File: src/logic/error_word_pkg.sv
package error_word_pkg;
    // register byte offsets
    localparam logic [7:0]  STATUS_OFS      = 8'h00;
    localparam logic [7:0]  MODE_OFS        = 8'h04;
    localparam logic [7:0]  EVENT_OFS       = 8'h08;
    localparam logic [7:0]  MASK_OFS        = 8'h0C;
    // error bit positions; bit n of the word sits at index n-1
    localparam int          BIT_SAT_RX      = 0;
    localparam int          BIT_PULSE       = 1;
    localparam int          BIT_ANALOGUE    = 2;
    localparam int          BIT_TELEGRAM    = 3;
    localparam int          BIT_QUARTZ2     = 4;
    localparam int          BIT_SAT_CMP     = 5;
    localparam int          BIT_PULSE_CMP   = 6;
    localparam int          BIT_ANA_CMP     = 7;
    localparam int          BIT_NOT_RADIO   = 8;
    localparam int          BIT_LOW_LIM     = 9;
    localparam int          BIT_HIGH_LIM    = 10;
    localparam int          BIT_MON_ERR     = 11;
    localparam int          BIT_IDLE_ERR    = 12;
    localparam int          WORD_W          = 16;
    // enabled edges after reset until the pin filter holds real levels
    localparam logic [2:0]  SYNC_FILL       = 3'h4;
    // mode field and mask reset values
    localparam logic [2:0]  MODE_RESET      = 3'h0;
    localparam logic [15:0] MASK_RESET      = 16'h0000;
    // axi responses
    localparam logic [1:0]  RESP_OKAY       = 2'h0;
    localparam logic [1:0]  RESP_SLVERR     = 2'h2;

    // synchronisation mode selected by software
    typedef enum logic [2:0] {
        satellite_master_sync_mode         = 3'b000,
        longwave_pulse_sync_mode           = 3'b001,
        satellite_vs_telegram_compare_mode = 3'b010,
        pulse_vs_telegram_compare_mode     = 3'b011,
        analogue_vs_telegram_compare_mode  = 3'b100
    } sync_mode_t;
endpackage : error_word_pkg

File: src/logic/pin_sync.sv
`timescale 1ns/100ps
// three-stage synchroniser; output moves once stages two and three agree
module pin_sync #(
    parameter int W = 1
) (
    input  wire logic         aclk,
    input  wire logic         aresetn,
    input  wire logic         ce,
    input  wire logic [W-1:0] din,
    output logic      [W-1:0] dout
);
    typedef struct packed {
        logic [W-1:0] s1;
        logic [W-1:0] s2;
        logic [W-1:0] s3;
        logic [W-1:0] o;
    } sync_state_t;

    sync_state_t st_q;
    sync_state_t st_d;

    // shift chain and agreement filter
    always_comb begin
        st_d    = st_q;
        st_d.s1 = din;
        st_d.s2 = st_q.s1;
        st_d.s3 = st_q.s2;
        for (int i = 0; i < W; i++) begin
            if (st_q.s2[i] == st_q.s3[i]) begin
                st_d.o[i] = st_q.s3[i];
            end
        end
    end

    always_ff @(posedge aclk) begin
        if (!aresetn) begin
            st_q <= '0;
        end else if (ce) begin
            st_q <= st_d;
        end
    end

    assign dout = st_q.o;
endmodule : pin_sync

File: src/logic/error_word.sv
`timescale 1ns/100ps
// error status word with axi4-lite access, event flags and interrupt
module error_word (
    input  wire logic        aclk,
    input  wire logic        aresetn,
    input  wire logic        ce,
    // condition inputs from outside the clock domain
    input  wire logic        sat_reception_ok,
    input  wire logic        pulse_present_ok,
    input  wire logic        telegram_fault,
    input  wire logic        telegram_quartz2,
    input  wire logic        sat_time_differs,
    input  wire logic        pulse_time_differs,
    input  wire logic        radio_sync,
    input  wire logic        steer_at_low,
    input  wire logic        steer_at_high,
    input  wire logic        full_board_fault,
    input  wire logic        idle_board_silent,
    // axi4-lite slave
    input  wire logic [7:0]  s_axi_awaddr,
    input  wire logic        s_axi_awvalid,
    output logic             s_axi_awready,
    input  wire logic [31:0] s_axi_wdata,
    input  wire logic [3:0]  s_axi_wstrb,
    input  wire logic        s_axi_wvalid,
    output logic             s_axi_wready,
    output logic [1:0]       s_axi_bresp,
    output logic             s_axi_bvalid,
    input  wire logic        s_axi_bready,
    input  wire logic [7:0]  s_axi_araddr,
    input  wire logic        s_axi_arvalid,
    output logic             s_axi_arready,
    output logic [31:0]      s_axi_rdata,
    output logic [1:0]       s_axi_rresp,
    output logic             s_axi_rvalid,
    input  wire logic        s_axi_rready,
    // live word and interrupt
    output logic [15:0]      error_status,
    output logic             irq
);
    localparam int NIN = 11;

    typedef struct packed {
        logic [15:0]         word;
        logic [15:0]         event_flags;
        logic [15:0]         mask;
        error_word_pkg::sync_mode_t mode;
        logic                aw_held;
        logic [7:0]          aw_addr;
        logic                w_held;
        logic [31:0]         w_data;
        logic [3:0]          w_strb;
        logic                bvalid;
        logic [1:0]          bresp;
        logic                rvalid;
        logic [31:0]         rdata;
        logic [1:0]          rresp;
        logic [2:0]          fill;
    } regs_t;

    regs_t       r_q;
    regs_t       r_d;
    logic [NIN-1:0] raw_in;
    logic [NIN-1:0] cond;
    logic [15:0] live;
    logic [15:0] w1c;
    logic        do_write;
    logic        do_read;
    logic        primed;

    assign raw_in = {idle_board_silent, full_board_fault, steer_at_high, steer_at_low, radio_sync,
                     pulse_time_differs, sat_time_differs, telegram_quartz2, telegram_fault,
                     pulse_present_ok, sat_reception_ok};

    // all condition pins pass the three-stage filter
    pin_sync #(.W(NIN)) u_sync (
        .aclk    (aclk),
        .aresetn (aresetn),
        .ce      (ce),
        .din     (raw_in),
        .dout    (cond)
    );

    // live condition decode
    always_comb begin
        live = '0;
        live[error_word_pkg::BIT_SAT_RX] = (r_q.mode == error_word_pkg::satellite_master_sync_mode) && !cond[0];
        live[error_word_pkg::BIT_PULSE] = (r_q.mode == error_word_pkg::longwave_pulse_sync_mode) && !cond[1];
        live[error_word_pkg::BIT_ANALOGUE] = 1'b0;
        live[error_word_pkg::BIT_ANA_CMP]  = 1'b0;
        live[error_word_pkg::BIT_TELEGRAM] = cond[2];
        live[error_word_pkg::BIT_QUARTZ2] = cond[3];
        live[error_word_pkg::BIT_SAT_CMP] =
            (r_q.mode == error_word_pkg::satellite_vs_telegram_compare_mode) && cond[4];
        live[error_word_pkg::BIT_PULSE_CMP] =
            (r_q.mode == error_word_pkg::pulse_vs_telegram_compare_mode) && cond[5];
        live[error_word_pkg::BIT_NOT_RADIO] = !cond[6];
        live[error_word_pkg::BIT_LOW_LIM] = cond[7];
        live[error_word_pkg::BIT_HIGH_LIM] = cond[8];
        live[error_word_pkg::BIT_MON_ERR] = cond[9];
        live[error_word_pkg::BIT_IDLE_ERR] = cond[9] || cond[10];
        live[15:13] = 3'h0;
    end

    assign do_write = r_q.aw_held && r_q.w_held && !r_q.bvalid;
    assign do_read  = s_axi_arvalid && !r_q.rvalid;
    // warm-up over: filter outputs no longer show their reset zeros
    assign primed   = (r_q.fill == error_word_pkg::SYNC_FILL);
    assign w1c      = (do_write && r_q.aw_addr == error_word_pkg::EVENT_OFS && r_q.w_strb[0] && r_q.w_strb[1])
                      ? r_q.w_data[15:0] : 16'h0000;

    // next-state: status tracking, events, bus slave
    always_comb begin
        r_d = r_q;
        // count enabled edges until the synchroniser holds real pin levels
        if (!primed) begin
            r_d.fill = r_q.fill + 3'h1;
        end
        // word follows live condition once the filter is filled
        r_d.word = primed ? live : 16'h0000;
        // rising error bits latch; set wins over clear; no false edge after reset
        r_d.event_flags = (r_q.event_flags & ~w1c) | (r_d.word & ~r_q.word);
        if (s_axi_awvalid && !r_q.aw_held) begin
            r_d.aw_held = 1'b1;
            r_d.aw_addr = s_axi_awaddr;
        end
        if (s_axi_wvalid && !r_q.w_held) begin
            r_d.w_held = 1'b1;
            r_d.w_data = s_axi_wdata;
            r_d.w_strb = s_axi_wstrb;
        end
        if (do_write) begin
            r_d.aw_held = 1'b0;
            r_d.w_held  = 1'b0;
            r_d.bvalid  = 1'b1;
            r_d.bresp   = error_word_pkg::RESP_OKAY;
            unique case (r_q.aw_addr)
                error_word_pkg::STATUS_OFS: begin
                end
                error_word_pkg::MODE_OFS: begin
                    if (r_q.w_strb[0]) begin
                        r_d.mode = error_word_pkg::sync_mode_t'(r_q.w_data[2:0]);
                    end
                end
                error_word_pkg::EVENT_OFS: begin
                end
                error_word_pkg::MASK_OFS: begin
                    if (r_q.w_strb[0]) begin
                        r_d.mask[7:0] = r_q.w_data[7:0];
                    end
                    if (r_q.w_strb[1]) begin
                        r_d.mask[15:8] = r_q.w_data[15:8];
                    end
                end
                default: begin
                    r_d.bresp = error_word_pkg::RESP_SLVERR;
                end
            endcase
        end
        if (r_q.bvalid && s_axi_bready) begin
            r_d.bvalid = 1'b0;
        end
        if (r_q.rvalid && s_axi_rready) begin
            r_d.rvalid = 1'b0;
        end
        if (do_read) begin
            r_d.rvalid = 1'b1;
            r_d.rresp  = error_word_pkg::RESP_OKAY;
            unique case (s_axi_araddr)
                error_word_pkg::STATUS_OFS: r_d.rdata = {16'h0000, r_q.word};
                error_word_pkg::MODE_OFS:   r_d.rdata = {29'h0, r_q.mode};
                error_word_pkg::EVENT_OFS:  r_d.rdata = {16'h0000, r_q.event_flags};
                error_word_pkg::MASK_OFS:   r_d.rdata = {16'h0000, r_q.mask};
                default: begin
                    r_d.rdata = 32'h0000_0000;
                    r_d.rresp = error_word_pkg::RESP_SLVERR;
                end
            endcase
        end
    end

    always_ff @(posedge aclk) begin
        if (!aresetn) begin
            r_q      <= '0;
            r_q.mode <= error_word_pkg::satellite_master_sync_mode;
            r_q.mask <= error_word_pkg::MASK_RESET;
        end else if (ce) begin
            r_q <= r_d;
        end
    end

    // bus handshakes and outputs
    assign s_axi_awready = !r_q.aw_held;
    assign s_axi_wready  = !r_q.w_held;
    assign s_axi_bvalid  = r_q.bvalid;
    assign s_axi_bresp   = r_q.bresp;
    assign s_axi_arready = !r_q.rvalid;
    assign s_axi_rvalid  = r_q.rvalid;
    assign s_axi_rdata   = r_q.rdata;
    assign s_axi_rresp   = r_q.rresp;
    assign error_status  = r_q.word;
    assign irq           = |(r_q.event_flags & r_q.mask);

    a_unimpl_bits_zero: assert property (@(posedge aclk) disable iff (!aresetn)
        !error_status[error_word_pkg::BIT_ANALOGUE] && !error_status[error_word_pkg::BIT_ANA_CMP])
        else $error("unimplemented error bit raised");
    a_high_bits_zero: assert property (@(posedge aclk) disable iff (!aresetn)
        error_status[15:13] == 3'h0) else $error("unassigned error bit raised");
    a_radio_loss: assert property (@(posedge aclk) disable iff (!aresetn)
        ce && primed && !cond[6] |=> error_status[error_word_pkg::BIT_NOT_RADIO])
        else $error("bit 9 missed");
    a_sat_mode: assert property (@(posedge aclk) disable iff (!aresetn)
        error_status[error_word_pkg::BIT_SAT_RX] |-> $past(r_q.mode) == error_word_pkg::satellite_master_sync_mode)
        else $error("bit 1 outside master mode");
    // bit 12 follows monitored fault only
    a_mon_implies: assert property (@(posedge aclk) disable iff (!aresetn)
        ce && primed |=> error_status[error_word_pkg::BIT_MON_ERR] == $past(cond[9]))
        else $error("bit 12 not tracking monitored fault");
    a_idle_silent: assert property (@(posedge aclk) disable iff (!aresetn)
        ce && cond[10] |=> error_status[error_word_pkg::BIT_IDLE_ERR]) else $error("bit 13 missed");
    a_limit_clear: assert property (@(posedge aclk) disable iff (!aresetn)
        ce && !cond[7] && !cond[8] |=> !error_status[9] && !error_status[10])
        else $error("limit bit stuck");
    a_low_limit: assert property (@(posedge aclk) disable iff (!aresetn)
        ce && cond[7] |=> error_status[error_word_pkg::BIT_LOW_LIM]) else $error("bit 10 missed");
    a_pulse_loss: assert property (@(posedge aclk) disable iff (!aresetn)
        ce && primed && r_q.mode == error_word_pkg::longwave_pulse_sync_mode && !cond[1]
        |=> error_status[error_word_pkg::BIT_PULSE]) else $error("bit 2 missed");
    a_telegram_bit: assert property (@(posedge aclk) disable iff (!aresetn)
        ce && primed |=> error_status[error_word_pkg::BIT_TELEGRAM] == $past(cond[2]))
        else $error("bit 4 not tracking telegram");
    a_quartz_bit: assert property (@(posedge aclk) disable iff (!aresetn)
        ce && primed |=> error_status[error_word_pkg::BIT_QUARTZ2] == $past(cond[3]))
        else $error("bit 5 not tracking quartz report");
    a_sat_compare: assert property (@(posedge aclk) disable iff (!aresetn)
        ce && primed && r_q.mode == error_word_pkg::satellite_vs_telegram_compare_mode && cond[4]
        |=> error_status[error_word_pkg::BIT_SAT_CMP]) else $error("bit 6 missed");
    a_pulse_compare: assert property (@(posedge aclk) disable iff (!aresetn)
        ce && primed && r_q.mode == error_word_pkg::pulse_vs_telegram_compare_mode && cond[5]
        |=> error_status[error_word_pkg::BIT_PULSE_CMP]) else $error("bit 7 missed");
    a_high_limit: assert property (@(posedge aclk) disable iff (!aresetn)
        ce && primed && cond[8] |=> error_status[error_word_pkg::BIT_HIGH_LIM])
        else $error("bit 11 missed");
    a_idle_exact: assert property (@(posedge aclk) disable iff (!aresetn)
        ce && primed |=> error_status[error_word_pkg::BIT_IDLE_ERR] == $past(cond[9] || cond[10]))
        else $error("bit 13 not tracking board faults");
    a_read_hold: assert property (@(posedge aclk) disable iff (!aresetn)
        s_axi_rvalid && !s_axi_rready |=> s_axi_rvalid && $stable(s_axi_rdata))
        else $error("read answer dropped early");
endmodule : error_word

File: config.mk
export PLATFORM = sky130hd
export DESIGN_NAME = error_word
export DESIGN_NICKNAME = d
export VERILOG_FILES = /design/src/logic/error_word_pkg.sv /design/src/logic/pin_sync.sv /design/src/logic/error_word.sv
export SDC_FILE = /design/constraint.sdc
export NUM_CORES = 1
export LEC_CHECK = 0
export BUFFER_PORTS_ARGS = -buffer_cell sky130_fd_sc_hd__buf_2
export CELL_PAD_IN_SITES_DETAIL_PLACEMENT = 1
export CELL_PAD_IN_SITES_GLOBAL_PLACEMENT = 2
export CORE_MARGIN = 3
export CORE_UTILIZATION = 32
export DETAILED_ROUTE_END_ITERATION = 7
export PLACE_DENSITY = 0.82
export SYNTH_ARGS = -nofsm -noshare
export SYNTH_HDL_FRONTEND = slang
export SYNTH_SLANG_ARGS = --single-unit
File: constraint.sdc
create_clock -name aclk -period 3.05 [get_ports aclk]
set_clock_uncertainty 0.2 [all_clocks]
set_input_delay 0.1525 -clock aclk [delete_from_list [all_inputs] [get_ports aclk]]
set_output_delay 0.1525 -clock aclk [all_outputs]
set_load 0.1 [all_outputs]
==> qor.csv <==
metric,value,unit
# H-tree levels,4,
synth unique cells,50,
Final ANT Viol Nets,0,
startpoint types,flip-flop,
die width,144,um
"Remaining Overflow, GRT",0,
row cnt,49,
die area,0.0207,mm2
P_leak,0.00296,uW
Fin. Hold Viols,0,
WHS,0.0203,ns
Power Dens Cells,606,mW/mm2
Die Y-Extent,144,um
diodes inserted,0,
synthesis-stage register bit count,141,
post-DR vias/cell,5.01,
outcome,"finished, final reports clean",
vias in the first global route,5153,
nets,837,
gate count of the mapped netlist,680,
gr usage total,0.164,
Syn. warnings,0,
Post-synth EDFFs,0,
final max-slew violation count,0,
Tcrit/Tclk final,0.764,
post-route setup TNS,0,ns
Remaining DRCs,0,
"Reg clk slew, reported paths",0.06,ns
FMAX,0.429,GHz
routed vias,5031,
share of the synthesized area in the top cell type,0.464,
CP arrival,2.47,ns
port bufs,87,
"Clk Latency, worst-skew pair",0.41,ns
Avg Synthesized Cell Area,8.94,um2
crit path cell chain,nand4b_1 > nor4_4 > mux2i_1,
Crit Path Class,flip-flop to flip-flop,
RSZ-0062 raised after global routing,no,
worst hold path type,input port to flip-flop,
DR iter-0 viols,269,
Post-synth ARST share,0,
worst endpoint required time,3.19,ns
first-pass GRT wire length,26800,um
clock buffer depth,2,
"Cell Area, Synth",0.00608,mm2
"area leader, netlist",dfxtp_1,
worst slew pin tran,0.863,ns
"Gates resized, CTS repair",0,
Rel. slew slack,0.420,
MaxCap Viol Count,0,
largest net degree at the start of global routing,79,
placeable core region,0.0183,mm2
sequential-to-total area share from yosys stat,0.464,
routed wire length,16600,um
layout cells sized above 1,0.182,
fin crit period,2.33,ns
peak supply drop,0.000405,V
antenna violations before repair,0,
synth top area cells,"dfxtp_1 (46%), mux2i_1 (9.1%), buf_4 (6.4%)",
Crit path largest cell delay,0.90,ns
First-pass DRT Iterations,6,
"Setup violations, final",0,
"Max FO, Critical Path",10,
I/O Pins,129,
Crit. End Element,flip-flop,
top_reg_cell synth,dfxtp_1,
CTS tree,yes,
CP max-delay cell,nor4_4,
DP Wirelength,11600,um
CTS root buffer,clkbuf_16,
cts bufs inserted,17,
routed len/inst,16.6,um
Fill cells,2134,
Final GP Congestion,0.779,
area grow syn2layout,21.9,%
Clock Sinks,141,
initial cell density of the core,0.332,
what timing repair did:
action / CTS / global route
setup endpoints to repair: 0 / 0
hold buffers: 42 / 0
buffers inserted: 0 / 0
endpoints found under the hold margin: 40 / 0
worst paths after layout:
kind	startpoint	end	slack [ns]	cells past startpoint
max	r_q[77]	r_q[91]	0.72	3
min	aresetn	r_q[119]	0.02	3
max reg2reg	r_q[77]	r_q[91]	0.72	3
min reg2reg	s_axi_rdata[3]	s_axi_rdata[3]	0.26	2
synth_stat cells (4+ instances only):
master / number
buf_4: 52
a221oi_1: 4
a21oi_1: 59
nand4_1: 9
o21ai_0: 26
nand3b_1: 7
nand3_1: 19
o21ai_1: 17
a22oi_1: 9
dfxtp_1: 141
and2_1: 13
clkbuf_1: 34
buf_1: 4
nor2_1: 56
inv_1: 7
nor3_1: 4
mux2i_1: 55
mux2_2: 9
o221a_1: 6
nand2_1: 97
a22o_1: 4
flip-flops by register name (all words and copies together), names as in the netlist:
register,count
r_q,66
u_sync.st_d,22
s_axi_rdata,16
error_status,11
u_sync.dout,11
u_sync.st_q,11
s_axi_bresp,1
s_axi_bvalid,1
s_axi_rresp,1
s_axi_rvalid,1
per-stage QoR:
step	power [uW]	setup WS [ns]	std cells	area, um2	utilization
3_3_place_gp	2350	0.636	932	6390	0.349
2_1_floorplan	2300	0.517	702	6160	-
6_report	4490	0.720	1005	7410	0.404
5_1_grt	4670	0.559	1005	7410	0.404
4_1_cts	4550	0.731	1005	7410	0.404
3_5_place_dp	2370	0.551	932	6390	0.349
critical path: cells and delay by family (launching register included):
| kind | cells | cell delay [ns] |
|---|---|---|
| simple gates | 2 | 1.38 |
| mux | 1 | 0.29 |
| flops | 1 | 0.38 |
placed cells by master, fill, tap and decap left out, types with 3 or more instances in the layout:
cell type and instances:
inv_1 7, conb_1 23, nand2b_1 3, nor3_1 4, mux2_2 9, o21ai_1 17
nand3b_1 7, buf_4 6, a22o_1 4, clkinv_2 4, a221oi_1 4, nand2_1 97
o221ai_1 3, nor2_1 56, dlygate4sd3_1 42, a21oi_1 59, clkbuf_8 4, nand4_1 9
bufinv_16 3, o221a_1 6, a22oi_1 9, o21ai_0 26, nand3_1 19, nor4_1 3
and2_1 13, mux2i_1 55, buf_2 87, clkbuf_16 17, clkbuf_1 3, dfxtp_1 141
nor2b_1 3
cells by family (layout without fill, tap and decap cells):
logic type / count (synthesis) / in the layout / share of synthesized area
xor+xnor: 1 / 1 / 0.00144
simple gates: 230 / 230 / 0.182
compound gates: 136 / 136 / 0.133
buf+inv: 102 / 176 / 0.0977
fa+ha+maj: 2 / 2 / 0.00411
flops: 141 / 141 / 0.464
mux: 67 / 67 / 0.116
other cells: 1 / 23 / 0.000617
layer usage:
metal  GRT usage  wire length, um
met2       0.280             8170
met1       0.205             7620
met4      0.0525              216
met3      0.0383              641
met5           0                0
power breakdown:
group	internal, uW	switching (uW)	total (uW)	leakage [uW]
registers	1880	32.3	1920	0.00114
logic	128	319	447	0.00152
clock network	1360	766	2130	0.000300
total	3380	1120	4490	0.00296
cell type report:
class                      count  area, um2  share of cell area
clock buffer                  24        492              0.0663
clock inverter                 7        110              0.0149
inverter                       9       33.8             0.00456
multi-input combinational    459       2750               0.371
sequential                   141       2820               0.381
tap                          229        287              0.0386
timing repair buffer         136        921               0.124
No activity file was read; power rests on OpenSTA's default activity.
